[config.mk]
export PLATFORM = sky130hd
export DESIGN_NAME = mrs_reset_sequencer
export DESIGN_NICKNAME = d
export VERILOG_FILES = /design/src/hw/mrs_pkg.sv /design/src/hw/mrs_reset_sequencer.sv
export SDC_FILE = /design/constraint.sdc
export NUM_CORES = 1
export LEC_CHECK = 0
export BUFFER_PORTS_ARGS = -buffer_cell sky130_fd_sc_hd__buf_2
export CORE_MARGIN = 1
export CORE_UTILIZATION = 45
export CTS_CLUSTER_SIZE = 40
export DETAILED_ROUTE_END_ITERATION = 6
export GPL_ROUTABILITY_DRIVEN = 1
export MAX_ROUTING_LAYER = met4
export PLACE_DENSITY = 0.61
export SLEW_MARGIN = 0
export SYNTH_ARGS = -nofsm -noshare
export SYNTH_HDL_FRONTEND = slang
export SYNTH_SLANG_ARGS = --single-unit
[constraint.sdc]
create_clock -name clk -period 3.53 [get_ports clk]
set_input_delay 0.706 -clock clk [delete_from_list [all_inputs] [get_ports clk]]
set_output_delay 0.706 -clock clk [all_outputs]
set_load 0.05 [all_outputs]
[src/hw/mrs_pkg.sv]
// Constants and types for the MCU reset sequencer
// What this block does
// RULE1: Pin reset only when option selects it
// RULE2: Hold program stopped while pin low
// RULE3: Wait release delay after pin release
// RULE4: Pin reset clears program counter to zero
// RULE5: Ignore low-supply pulses shorter than qualify time
// RULE6: Watchdog time-out in run acts as pin reset
// RULE7: Sleep time-out clears only PC and SP
// RULE8: Start-up delay depends on clock source
// RULE9: Power-on clears flags; pin/low-supply keeps them
// RULE10: Sleep time-out sets both flags
// RULE11: Power-on disables every interrupt
// RULE12: Power-on clears watchdog, starts it counting
// RULE13: Power-on switches timer counters off
// RULE14: Power-on: ports inputs, analog pins converter inputs
// RULE15: Power-on points stack pointer at top
// RULE16: Power-on sets port data and direction high
// RULE17: Synchronise reset requests before delay counters
`default_nettype none
package mrs_pkg;
	// Clock rate and documented times
	localparam int CLK_MHZ = 200;
	localparam int RELEASE_DELAY_MS = 100;
	localparam int RELEASE_DELAY_CYCLES = RELEASE_DELAY_MS * 1000 * CLK_MHZ;
	localparam int LOW_SUPPLY_QUALIFY_US = 1;
	localparam int LOW_SUPPLY_QUALIFY_CYCLES = LOW_SUPPLY_QUALIFY_US * CLK_MHZ;
	// Start-up timer lengths in clock cycles
	localparam int STARTUP_FAST_RC_CYCLES = 16;
	localparam int STARTUP_CRYSTAL_CYCLES = 1024;
	localparam int STARTUP_SLOW_RC_CYCLES = 2;
	// Reset values
	localparam logic [7:0] PORT_RESET_VALUE = 8'hFF;
	localparam logic [3:0] ANALOG_RESET_VALUE = 4'hF;
	localparam logic [2:0] STACK_TOP_VALUE = 3'h0;
	// System clock source selection
	typedef enum logic [2:0] {
		MRS_CLK_EXT_RC,
		MRS_CLK_FAST_RC,
		MRS_CLK_FAST_XTAL,
		MRS_CLK_SLOW_XTAL,
		MRS_CLK_SLOW_RC
	} mrs_clk_src_type;
	// Sequencer states
	typedef enum logic [1:0] {
		MRS_HOLD,
		MRS_RELEASE,
		MRS_STARTUP,
		MRS_RUN
	} mrs_state_type;
endpackage : mrs_pkg
`default_nettype wire

[src/hw/mrs_reset_sequencer.sv]
// Reset sequencer: merges reset sources, times start-up, keeps flags
`timescale 1ns/1ps
`default_nettype none
module mrs_reset_sequencer #(
	parameter int RELEASE_CYCLES = mrs_pkg::RELEASE_DELAY_CYCLES,
	parameter int QUALIFY_CYCLES = mrs_pkg::LOW_SUPPLY_QUALIFY_CYCLES
) (
	input wire logic clk,
	input wire logic rst_n,
	input wire logic ext_reset_n_pin,
	input wire logic pin_reset_option,
	input wire logic low_supply_detect,
	input wire logic low_supply_enable,
	input wire mrs_pkg::mrs_clk_src_type clk_source,
	input wire logic wdt_timeout,
	input wire logic sleep_mode,
	output logic cpu_run,
	output logic pc_clear,
	output logic sp_to_top,
	output logic state_clear,
	output logic por_init,
	output logic wdt_timeout_flag,
	output logic powerdown_flag,
	output logic shared_port_pin_in,
	output logic low_supply_reset
);
	import mrs_pkg::*;

	// Synchroniser stages
	// Bit 0 may go metastable, so only bit 1 feeds logic
	logic [1:0] pin_sync; // Reset pin, idles high
	logic [1:0] lvd_sync; // Low-supply indication, idles low
	logic [1:0] next_pin_sync;
	logic [1:0] next_lvd_sync;
	// Low-supply qualification counter
	// Saturates at the qualify count
	logic [31:0] lvd_count;
	logic [31:0] next_lvd_count;
	logic lvd_hit;
	// Sequencer state and delay counter
	// One counter serves release and start-up in turn
	mrs_state_type state;
	mrs_state_type next_state;
	logic [31:0] delay_count;
	logic [31:0] next_delay_count;
	logic por_pending;
	logic next_por_pending;
	// Registered outputs
	logic next_cpu_run;
	logic next_pc_clear;
	logic next_sp_to_top;
	logic next_state_clear;
	logic next_por_init;
	logic next_wdt_timeout_flag;
	logic next_powerdown_flag;
	logic next_port_in;
	logic next_low_supply_reset;
	// Derived helpers
	// Counters are 32 bits to hold the full release delay
	logic pin_asserted;
	logic [31:0] startup_cycles;

	// Pin reset qualified by option [RULE1]
	// Option off leaves the pin a plain port input
	assign pin_asserted = pin_reset_option & ~pin_sync[1];
	// Low-supply indication long enough [RULE5]
	assign lvd_hit = low_supply_enable & lvd_sync[1] &
		(lvd_count >= QUALIFY_CYCLES);

	// Start-up length by clock source
	// Ranged figures take the upper end, never short
	always_comb begin
		unique case (clk_source)
			MRS_CLK_EXT_RC, MRS_CLK_FAST_RC: begin
				startup_cycles = STARTUP_FAST_RC_CYCLES; // [RULE8]
			end
			MRS_CLK_FAST_XTAL, MRS_CLK_SLOW_XTAL: begin
				startup_cycles = STARTUP_CRYSTAL_CYCLES; // [RULE8]
			end
			MRS_CLK_SLOW_RC: begin
				startup_cycles = STARTUP_SLOW_RC_CYCLES; // [RULE8]
			end
			default: begin
				// Illegal codes take the RC length
				startup_cycles = STARTUP_FAST_RC_CYCLES;
			end
		endcase
	end

	// Input synchronisers and low-supply filter
	always_comb begin
		// Shift both inputs into two-stage synchronisers
		next_pin_sync = {pin_sync[0], ext_reset_n_pin}; // [RULE17]
		next_lvd_sync = {lvd_sync[0], low_supply_detect}; // [RULE17]
		// Count only while indication persists
		if (lvd_sync[1] && low_supply_enable) begin
			next_lvd_count = (lvd_count >= QUALIFY_CYCLES) ? lvd_count :
				lvd_count + 32'h0000_0001; // [RULE5]
		end else begin
			next_lvd_count = 32'h0; // [RULE5]
		end
		// Port side sees the pin even with reset selected
		next_port_in = pin_sync[1];
	end

	// Sequencer and flag control
	// Pin and low-supply requests win over every state
	always_comb begin
		// Strobes default low, state holds
		next_state = state;
		next_delay_count = delay_count;
		next_por_pending = por_pending;
		next_cpu_run = 1'b0;
		next_pc_clear = 1'b0;
		next_sp_to_top = 1'b0;
		next_state_clear = 1'b0;
		next_por_init = 1'b0;
		// Flags move only on a time-out; rst_n clears them
		next_wdt_timeout_flag = wdt_timeout_flag;
		next_powerdown_flag = powerdown_flag;
		next_low_supply_reset = lvd_hit;
		if (pin_asserted || lvd_hit) begin
			// Full reset, flags kept, program held [RULE2] [RULE4] [RULE9]
			next_state = MRS_HOLD;
			next_pc_clear = 1'b1;
			next_sp_to_top = 1'b1;
			next_state_clear = 1'b1;
		end else begin
			// No request pending: walk the sequence
			unique case (state)
				MRS_HOLD: begin
					// One cycle of full reset once requests drop
					next_pc_clear = 1'b1;
					next_sp_to_top = 1'b1;
					next_state_clear = 1'b1;
					next_por_init = por_pending;
					next_delay_count = 32'h0;
					next_state = MRS_RELEASE;
				end
				MRS_RELEASE: begin
					// Extra delay after release [RULE3]
					next_pc_clear = 1'b1;
					next_por_init = por_pending;
					next_delay_count = delay_count + 32'h0000_0001;
					// Last cycle of the delay starts the timer
					if (delay_count + 32'h0000_0001 >= RELEASE_CYCLES) begin
						next_delay_count = 32'h0;
						next_state = MRS_STARTUP;
					end
				end
				MRS_STARTUP: begin
					// Start-up timer [RULE8]
					next_pc_clear = 1'b1;
					next_por_init = por_pending;
					next_delay_count = delay_count + 32'h0000_0001;
					if (delay_count + 32'h0000_0001 >= startup_cycles) begin
						// Timer done: release the program counter
						next_state = MRS_RUN;
						next_por_pending = 1'b0;
						next_por_init = 1'b0;
						next_pc_clear = 1'b0;
						next_cpu_run = 1'b1;
					end
				end
				MRS_RUN: begin
					// Program runs until a time-out
					next_cpu_run = 1'b1;
					if (wdt_timeout && sleep_mode) begin
						// Only PC and SP cleared, both flags set [RULE7] [RULE10]
						next_pc_clear = 1'b1;
						next_sp_to_top = 1'b1;
						next_wdt_timeout_flag = 1'b1;
						next_powerdown_flag = 1'b1;
					end else if (wdt_timeout) begin
						// Acts like pin reset, time-out flag set [RULE6]
						next_wdt_timeout_flag = 1'b1;
						next_cpu_run = 1'b0;
						next_pc_clear = 1'b1;
						next_sp_to_top = 1'b1;
						next_state_clear = 1'b1;
						next_delay_count = 32'h0;
						next_state = MRS_RELEASE;
					end
				end
			endcase
		end
	end

	// State registers; power-on clears flags and requests init
	always_ff @(posedge clk or negedge rst_n) begin
		if (!rst_n) begin
			// Synchronisers rest at idle so no false edge follows
			pin_sync <= 2'b11;
			lvd_sync <= 2'b00;
			lvd_count <= 32'h0;
			// Sequencer starts by holding the program
			state <= MRS_HOLD;
			delay_count <= 32'h0;
			por_pending <= 1'b1; // [RULE11] [RULE12] [RULE13] [RULE14] [RULE16]
			// Program held, full reset, power-on init
			cpu_run <= 1'b0;
			pc_clear <= 1'b1; // [RULE4]
			sp_to_top <= 1'b1; // [RULE15]
			state_clear <= 1'b1;
			por_init <= 1'b1; // [RULE11] [RULE13] [RULE14] [RULE16]
			// Only power-on clears the reset flags
			wdt_timeout_flag <= 1'b0; // [RULE9]
			powerdown_flag <= 1'b0; // [RULE9]
			shared_port_pin_in <= 1'b1;
			low_supply_reset <= 1'b0;
		end else begin
			// Register every next value
			pin_sync <= next_pin_sync;
			lvd_sync <= next_lvd_sync;
			lvd_count <= next_lvd_count;
			state <= next_state;
			delay_count <= next_delay_count;
			por_pending <= next_por_pending;
			cpu_run <= next_cpu_run;
			pc_clear <= next_pc_clear;
			sp_to_top <= next_sp_to_top;
			state_clear <= next_state_clear;
			por_init <= next_por_init;
			wdt_timeout_flag <= next_wdt_timeout_flag;
			powerdown_flag <= next_powerdown_flag;
			shared_port_pin_in <= next_port_in;
			low_supply_reset <= next_low_supply_reset;
		end
	end
endmodule : mrs_reset_sequencer
`default_nettype wire

; ---- Word level (Yosys, flattened, before mapping)
; Cells that the tools add are included.
; Widths: inputs -> output; s select.
[totals]
inputBits = 11
regBits = 80
[op_classes]
add_sub_neg = 2
n_lt_le_gt_ge = 3
reduce_logical = 12
bitwise_logic = 5
muxes = 33
eq_ne = 13
[op_table]
columns = operator, count
row1 = $mux 32, 5
row2 = $pmux 32 s4, 1
row3 = $add 32x1->32 const B, 2
row4 = $ge 32x25->1 const B, 1
row5 = $ge 32x32->1, 1
row6 = $ge 32x8->1 const B, 1
row7 = $pmux 11 s2, 1
row8 = $mux 1, 15
row9 = $ne 3x3->1 const B, 4
row10 = $mux 2, 5
row11 = $reduce_and 3->1, 3
row12 = $pmux 1 s2, 4
row13 = $pmux 2 s4, 1
row14 = $eq 3x2->1 const B, 2
row15 = $ne 2x2->1 const B, 3
row16 = $eq 2x2->1 const B, 2
row17 = $reduce_and 4->1, 1
row18 = $reduce_or 2->1, 2
row19 = $and 1x1->1, 3
row20 = $eq 3x3->1 const B, 1
row21 = $pmux 1 s3, 1
row22 = $eq 2x1->1 const B, 1
row23 = $logic_and 1x1->1, 2
row24 = $logic_not 2->1, 1
row25 = other kinds (4), 5

; ---- Logic depth before layout (Yosys ltp)
; Gate-level depths: netlist of the first run.
[depth]
depth_word = 7
mapped_depth = 15
mapped_depth_nobuf = 13

; ---- Worst setup path after synthesis of the first run
; Ideal clock, no wire load.
[synth_path]
kind = register to register
startpoint = register delay_count[0]
endpoint = register delay_count[22]
t_arrival_ns = 2.824
path_slack_ns = 0.585
synth_period_minus_slack_ns = 2.945
setup_time_ns = 0.121
path_stages_with_launch = 14
path_cell_list = dfrtp_1 -> ha_1 -> clkbuf_2 -> and3_1 -> buf_2 -> nand4_1 -> nor3b_1 -> mux2_2 -> a211oi_1 -> o31ai_1 -> a41oi_2 -> buf_4 -> o21ai_1 -> a22o_1
[synth_via]
elab_chain_len = 4
[synth_rtl]
columns = element, line
row1 = from (decl), mrs_reset_sequencer.sv:44  ; logic [31:0] delay_count;
row2 = from (signal assigned), mrs_reset_sequencer.sv:217  ; delay_count <= next_delay_count;
row3 = $add 32x1->32 (*), "mrs_reset_sequencer.sv:144, mrs_reset_sequencer.sv:146, mrs_reset_sequencer.sv:155"
row4 = $ge 32x25->1, mrs_reset_sequencer.sv:146  ; if (delay_count + 32'h0000_0001 >= RELEASE_CYCLES) begin
row5 = $mux 32, mrs_reset_sequencer.sv:146
row6 = $pmux 32 s4 (*), mrs_reset_sequencer.sv:130  ; unique case (state)
; Every way passes the cells marked *; elsewhere a longest branch is shown, timed or not.
; A chain may end at the register's enable or synchronous reset.

; ---- Worst setup path in the final report of the first run
[layout_path]
startpoint = register delay_count[0]
endpoint = register state[1]
[layout_via]
elab_chain_len = 4
[layout_rtl]
columns = element, line
row1 = $add 32x1->32 (*), "mrs_reset_sequencer.sv:146, mrs_reset_sequencer.sv:156"
row2 = $ge 32x32->1 / $ge 32x25->1 (equally long branches), "mrs_reset_sequencer.sv:156, mrs_reset_sequencer.sv:146"
row3 = $ne 3x3->1 (no line), --
row4 = $reduce_and 4->1 (no line) (*), --
row5 = to (signal assigned), mrs_reset_sequencer.sv:216  ; state <= next_state;
row6 = to (decl), mrs_reset_sequencer.sv:42  ; mrs_state_type state;
; Marked as above.

==> results_dict.tcl, run 1 <==
set metrics [dict create \
    vias 3912 \
    route.detailed.drc 0 \
    maxCapViolCount 0 \
    cpLargestDelayFamily "simple AND/OR/NAND/NOR gates" \
    path_clk_slew_ps 90 \
    whs_ps 352 \
    cp_max_fo 8 \
    fmax_mhz 304 \
    grt_max_degree 81 \
    synth_top_area_share_pct 38.0 \
    critical_path_required_ps 3830 \
    cp_cell_sequence "ha_2 -> and3_1 -> buf_4 -> nand2_1 -> nor2_1 -> xor2_1 -> ha_1 -> o2111a_1 -> nor3_1 -> and4_1 -> and4_1 -> nand2b_1 -> o21ai_0 -> a21boi_0" \
    relSlewSlack_pct 33.2 \
    crit_top_cell "and4_1" \
    grt_pass1_vias 3680 \
    multi_input_area_um2 2480 \
    regArea_um2 2010 \
    antenna_left 0 \
    ys.flop_type "dfrtp_1" \
    synthTopCellsByCount "dfrtp_1 (72), nand2_1 (57), and3_1 (32)" \
    yosys_warnings 0 \
    drt-total-wl_um 10600 \
    p_per_area_nw_per_um2 464 \
    cp_slowest_stage_delay_ps 460 \
    worst-path-stages 14 \
    clock_sinks 80 \
    synth_nets 543 \
    yosysSeqAreaShare_pct 42.4 \
    critical_path_class "flip-flop to flip-flop" \
    nNetsFinal 549 \
    hold_buffers 0 \
    finalCritPeriodShare_pct 93.2 \
    cts_buffers 9 \
    clk_latency_ps 380 \
    fillers 979 \
    h-tree-depth 3 \
    period_needed_ps 3290 \
    tightestPinTransition_ps 1000 \
    cp_data_arrival_time_ps 3590 \
    setup_viol 0 \
    ys_types 66 \
    viasPerCell 5.86 \
    firstDrtPassIters 5 \
    fin_tns_setup_ps 0 \
    wl_per_cell_um 15.8 \
    floorplan.io_pins 20 \
    die_area_um2 11000 \
    leakagePower_uw 0.00228 \
    slew_viol_final 0 \
    track_usage_pct 21.7 \
    hpwl_um 7350 \
    clockBufferDepth 2 \
    grt-ovfl-total 0 \
    routabilityCongestion 0.949 \
    coreArea_um2 10300 \
    antenna_found_initial 0 \
    rsz0062_at_grt "no" \
    synthArstFlopShare_pct 100 \
    first_iter_violations 228 \
    critical_path_buf_inv_count 1 \
    antenna_cells 0 \
    synth_area_um2 4750 \
    avgSynthCellArea_um2 9.11 \
    yosysTopAreaCell "dfrtp_1" \
    ir_drop_mv 0.406 \
    synth.most_common_cell "dfrtp_1" \
    io_buffers 19 \
    syn-instance-count 521 \
    area_delta_synth_final_pct 8.33 \
    whs_path_depth 0 \
    cts_tree "done" \
    synthTopCellsByArea "dfrtp_1 (38%), nand2_1 (4.5%), dfstp_2 (4.4%)" \
    rr_worst_depth 14 \
    fin_skew_ps 8.57 \
    drive_gt1_share_pct 15.2 \
    min_path_type "flip-flop to flip-flop" \
    fp.dieW_um 105 \
    root_buffer "clkbuf_8" \
    grt_first_pass_wirelength_um 18300 \
    hold_viol 0 \
    die-height_um 105 \
    synth_edf_count 0 \
    slowest_stage "dfrtp_1" \
    end_kind "flip-flop" \
    start_util_pct 46.2 \
    status "finished clean" \
    cp-start-kind "flip-flop" \
    num_rows 37 \
    synth-seq-cells 80 \
]
-- metrics by stage --
stage          utilization, %  total power, uW  area, um^2  worst slack [ps]  instances
6_report                 50.0             2390        5140               239        668
5_1_grt                  50.0             2520        5140              2.22        668
4_1_cts                  50.0             2410        5140               218        668
3_5_place_dp             48.0             1690        4940               222        652
3_3_place_gp             48.0             1690        4940               337        652
2_1_floorplan               -             1530        4750               585        521
-- cell usage in the layout (no fill, tap or decap), types with 3 or more instances in the layout --
master | netlist | layout
dfstp_2 | 8 | 8
nand2b_1 | 3 | 3
and3_1 | 32 | 32
o211ai_1 | 3 | 3
nor4_1 | 12 | 12
o21ai_0 | 22 | 22
nor3b_1 | 3 | 3
clkbuf_8 | 0 | 9
dfrtp_1 | 72 | 72
nand3_1 | 22 | 22
xor2_1 | 8 | 8
nand2_1 | 57 | 57
and2_1 | 6 | 6
nor4_4 | 3 | 3
and4_1 | 10 | 10
buf_4 | 6 | 16
o21ai_1 | 11 | 11
o22ai_1 | 3 | 3
a41oi_1 | 3 | 3
a211oi_1 | 4 | 4
mux2i_1 | 5 | 5
buf_2 | 9 | 18
inv_1 | 16 | 16
nor3_1 | 24 | 24
a22o_1 | 4 | 4
xnor2_1 | 10 | 10
a21oi_1 | 27 | 27
o31ai_1 | 5 | 5
or3_1 | 3 | 3
a21boi_0 | 4 | 4
nor2_1 | 28 | 28
nand4_1 | 21 | 21
ha_1 | 11 | 10
-- cell families after synthesis --
family / count (synthesis) / synth area share [%]
buffers and inverters: 56 / 5.35
flip-flops: 80 / 42.4
adder cells (fa/ha/maj): 11 / 2.90
XOR/XNOR: 18 / 3.32
AND/OR/NAND/NOR: 240 / 29.0
AO/OA/AOI/OAI: 110 / 15.7
multiplexers: 6 / 1.29
-- what timing repair did --
item,CTS,global route
resized for setup,0,1
buffers inserted,0,0
setup endpoints to repair,0,7
-- worst reg2reg max path: cells and delay by family, from the launching register on --
family          cells  cell delay (ps)
simple gates        7             1380
fa+ha+maj           2              590
flops               1              460
compound gates      3              430
xor+xnor            1              200
buf+inv             1              160
-- power breakdown --
| group | total [uW] | internal [uW] | switching [uW] | leakage (uW) |
|---|---|---|---|---|
| logic | 648 | 184 | 465 | 0.00110 |
| registers | 1030 | 994 | 35.2 | 0.00107 |
| clock network | 709 | 335 | 374 | 0.0000982 |
-- worst paths after layout --
kind                                            start                           to  slack (ps)
max                        delay_count[0]$_DFFE_PN0P_         state[1]$_DFFE_PN0P_         240
min                             lvd_sync[0]$_DFF_PN0_        lvd_sync[1]$_DFF_PN0_         350
max reg2reg                delay_count[0]$_DFFE_PN0P_         state[1]$_DFFE_PN0P_         240
min reg2reg                     lvd_sync[0]$_DFF_PN0_        lvd_sync[1]$_DFF_PN0_         350
max in group asynchronous                       rst_n  delay_count[16]$_DFFE_PN0P_        2390
min in group asynchronous                       rst_n    lvd_count[10]$_DFFE_PN0N_         480
-- sequential cells by signal (all words and copies together), names as in the netlist, 2 cells and up --
name,flops
pin_sync,2
delay_count,32
lvd_count,32
state,2
lvd_sync,2
-- area by class of cell --
class / count / share of cell area (%)
clock inverters: 7 / 1.53
multi-input cells: 385 / 48.3
flip-flops and latches: 80 / 39.1
clock buffers: 9 / 2.41
well taps: 136 / 3.31
inverters: 17 / 1.24
repair buffers: 34 / 4.09
-- metal layers --
metal / part of all wire [%] / routed length (um) / vias to the layer above / global-route usage, %
li1: - / - / 1906 / -
met1: 48 / 5090 / 1898 / 29.2
met2: 45 / 4760 / 91 / 31.4
met3: 4.6 / 489 / 17 / 4.80
met4: 2.0 / 214 / 0 / 9.26
met5: 0 / 0 / - / -
Note: power is estimated with default switching activity, not from simulation.
==> run 2, diff against run 1 <==
--- a/config.mk
+++ b/config.mk
@@ -13,6 +13,7 @@
 export GPL_ROUTABILITY_DRIVEN = 1
 export MAX_ROUTING_LAYER = met4
 export PLACE_DENSITY = 0.61
+export RECOVER_POWER = 50
 export SLEW_MARGIN = 0
 export SYNTH_ARGS = -nofsm -noshare
 export SYNTH_HDL_FRONTEND = slang
==> run 2 against run 1 <==
The run now ends with max-capacitance violations, max-slew violations left. Maximum frequency barely moved. Sequential power barely moved. Clock-buffer cell count did not move. Non-clock buffer count did not move. Clock skew barely moved. Critical path depth did not move. Highest routed layer unchanged.
==> results_dict.tcl, run 2 (synthesis results as in run 1) <==
set metrics [dict create \
    p_per_area_nw_per_um2 464 \
    die-height_um 105 \
    end_kind "flip-flop" \
    drt-total-wl_um 10500 \
    reg_top3 "delay_count x32, lvd_count x32" \
    wl_per_cell_um 15.8 \
    drive_gt1_share_pct 14.8 \
    period_needed_ps 3290 \
    critical_path_buf_inv_count 1 \
    whs_path_depth 0 \
    clockBufferDepth 2 \
    tightestPinTransition_ps 1970 \
    worst-path-stages 14 \
    floorplan.io_pins 20 \
    io_buffers 19 \
    root_buffer "clkbuf_8" \
    firstDrtPassIters 5 \
    leakagePower_uw 0.00227 \
    clk_latency_ps 380 \
    clock_sinks 80 \
    fin_tns_setup_ps 0 \
    area_delta_synth_final_pct 8.25 \
    critical_path_class "flip-flop to flip-flop" \
    rr_worst_depth 14 \
    grt_max_degree 81 \
    cp_cell_sequence "ha_2 -> and3_1 -> buf_4 -> nand2_1 -> nor2_1 -> xor2_1 -> ha_1 -> o2111a_1 -> nor3_1 -> and4_1 -> and4_1 -> nand2b_1 -> o21ai_0 -> a21boi_0" \
    cp_slowest_stage_delay_ps 460 \
    dpl_worst_slack_ps 222 \
    grt_first_pass_wirelength_um 18300 \
    track_usage_pct 21.7 \
    vias 3911 \
    status "finished with violations" \
    relSlewSlack_pct -31.2 \
    routabilityCongestion 0.949 \
    die_area_um2 11000 \
    slew_viol_final 81 \
    cp_max_fo 8 \
    h-tree-depth 3 \
    min_path_type "flip-flop to flip-flop" \
    cts_buffers 9 \
    crit_top_cell "and4_1" \
    post_cts_buffers 0 \
    route.detailed.drc 0 \
    maxCapViolCount 1 \
    start_util_pct 46.2 \
    cpLargestDelayFamily "simple AND/OR/NAND/NOR gates" \
    fillers 980 \
    grt-ovfl-total 0 \
    path_clk_slew_ps 90 \
    grt_pass1_vias 3680 \
    antenna_cells 0 \
    first_iter_violations 228 \
    setup_viol 0 \
    hpwl_um 7350 \
    hold_viol 0 \
    coreArea_um2 10300 \
    cp_data_arrival_time_ps 3590 \
    fp.dieW_um 105 \
    rsz0062_at_grt "no" \
    viasPerCell 5.85 \
    nNetsFinal 549 \
    final_common_cell "dfrtp_1" \
    violations "max-capacitance violations, max-slew violations" \
    setup_slack_ps 239 \
    most-common-layout-cells "dfrtp_1 (72), nand2_1 (57), and3_1 (32)" \
    ir_drop_mv 0.406 \
    fmax_mhz 304 \
    critical_path_required_ps 3830 \
    finalCritPeriodShare_pct 93.2 \
    slowest_stage "dfrtp_1" \
    hold_buffers 0 \
    antenna_left 0 \
    ctsResizeCount 0 \
    cp-start-kind "flip-flop" \
    cts_tree "done" \
    antenna_found_initial 0 \
    fin_skew_ps 8.53 \
    num_rows 37 \
]
==> run 2: layout make-up <==
class                   instances  area (um^2)  area share [%]
inverters                      17         63.8            1.24
flip-flops and latches         80         2010            39.2
multi-input cells             385         2480            48.3
repair buffers                 34          206            4.02
well taps                     136          170            3.31
clock inverters                 7         78.8            1.53
clock buffers                   9          124            2.41
==> run 2: worst reg2reg max path, cell delays in order (launching register included) <==
cell,delay [ps]
dfrtp_1,460
ha_2,300
and3_1,200
buf_4,160
nand2_1,200
nor2_1,190
xor2_1,200
ha_1,290
o2111a_1,170
nor3_1,170
and4_1,270
and4_1,230
nand2b_1,120
o21ai_0,90
a21boi_0,170
==> run 2: where the power goes <==
group,internal [uW],total [uW],switching (uW)
logic,183,648,465
registers,994,1030,35.1
clock network,335,709,374
total,1510,2390,874
==> run 2: metrics by stage <==
step           instances  hold WS, ps  utilization, %  total power (uW)  cell area (um^2)
2_1_floorplan        521          331               -              1530              4750
3_5_place_dp         652          336            48.0              1690              4940
3_3_place_gp         652          336            48.0              1690              4940
4_1_cts              668          355            50.0              2410              5140
6_report             668          352            50.0              2390              5140
5_1_grt              668          365            50.0              2520              5140
==> run 2: per-layer routing <==
layer  vias up  share of wire, %  GRT usage [%]
met5         -                 0              -
met4         0               2.0           9.26
met3        17               4.6           4.80
met2        91                45           31.4
met1      1897                48           29.2
li1       1906                 -              -
==> run 2: final timing paths <==
| kind | from | end | slack (ps) |
|---|---|---|---|
| min in group asynchronous | rst_n | lvd_count[10]$_DFFE_PN0N_ | 870 |
| worst max-delay path | delay_count[0]$_DFFE_PN0P_ | state[1]$_DFFE_PN0P_ | 240 |
| worst max register to register | delay_count[0]$_DFFE_PN0P_ | state[1]$_DFFE_PN0P_ | 240 |
| worst min-delay path | lvd_sync[0]$_DFF_PN0_ | lvd_sync[1]$_DFF_PN0_ | 350 |
| worst min register to register | lvd_sync[0]$_DFF_PN0_ | lvd_sync[1]$_DFF_PN0_ | 350 |
| max in group asynchronous | rst_n | delay_count[16]$_DFFE_PN0P_ | 1490 |
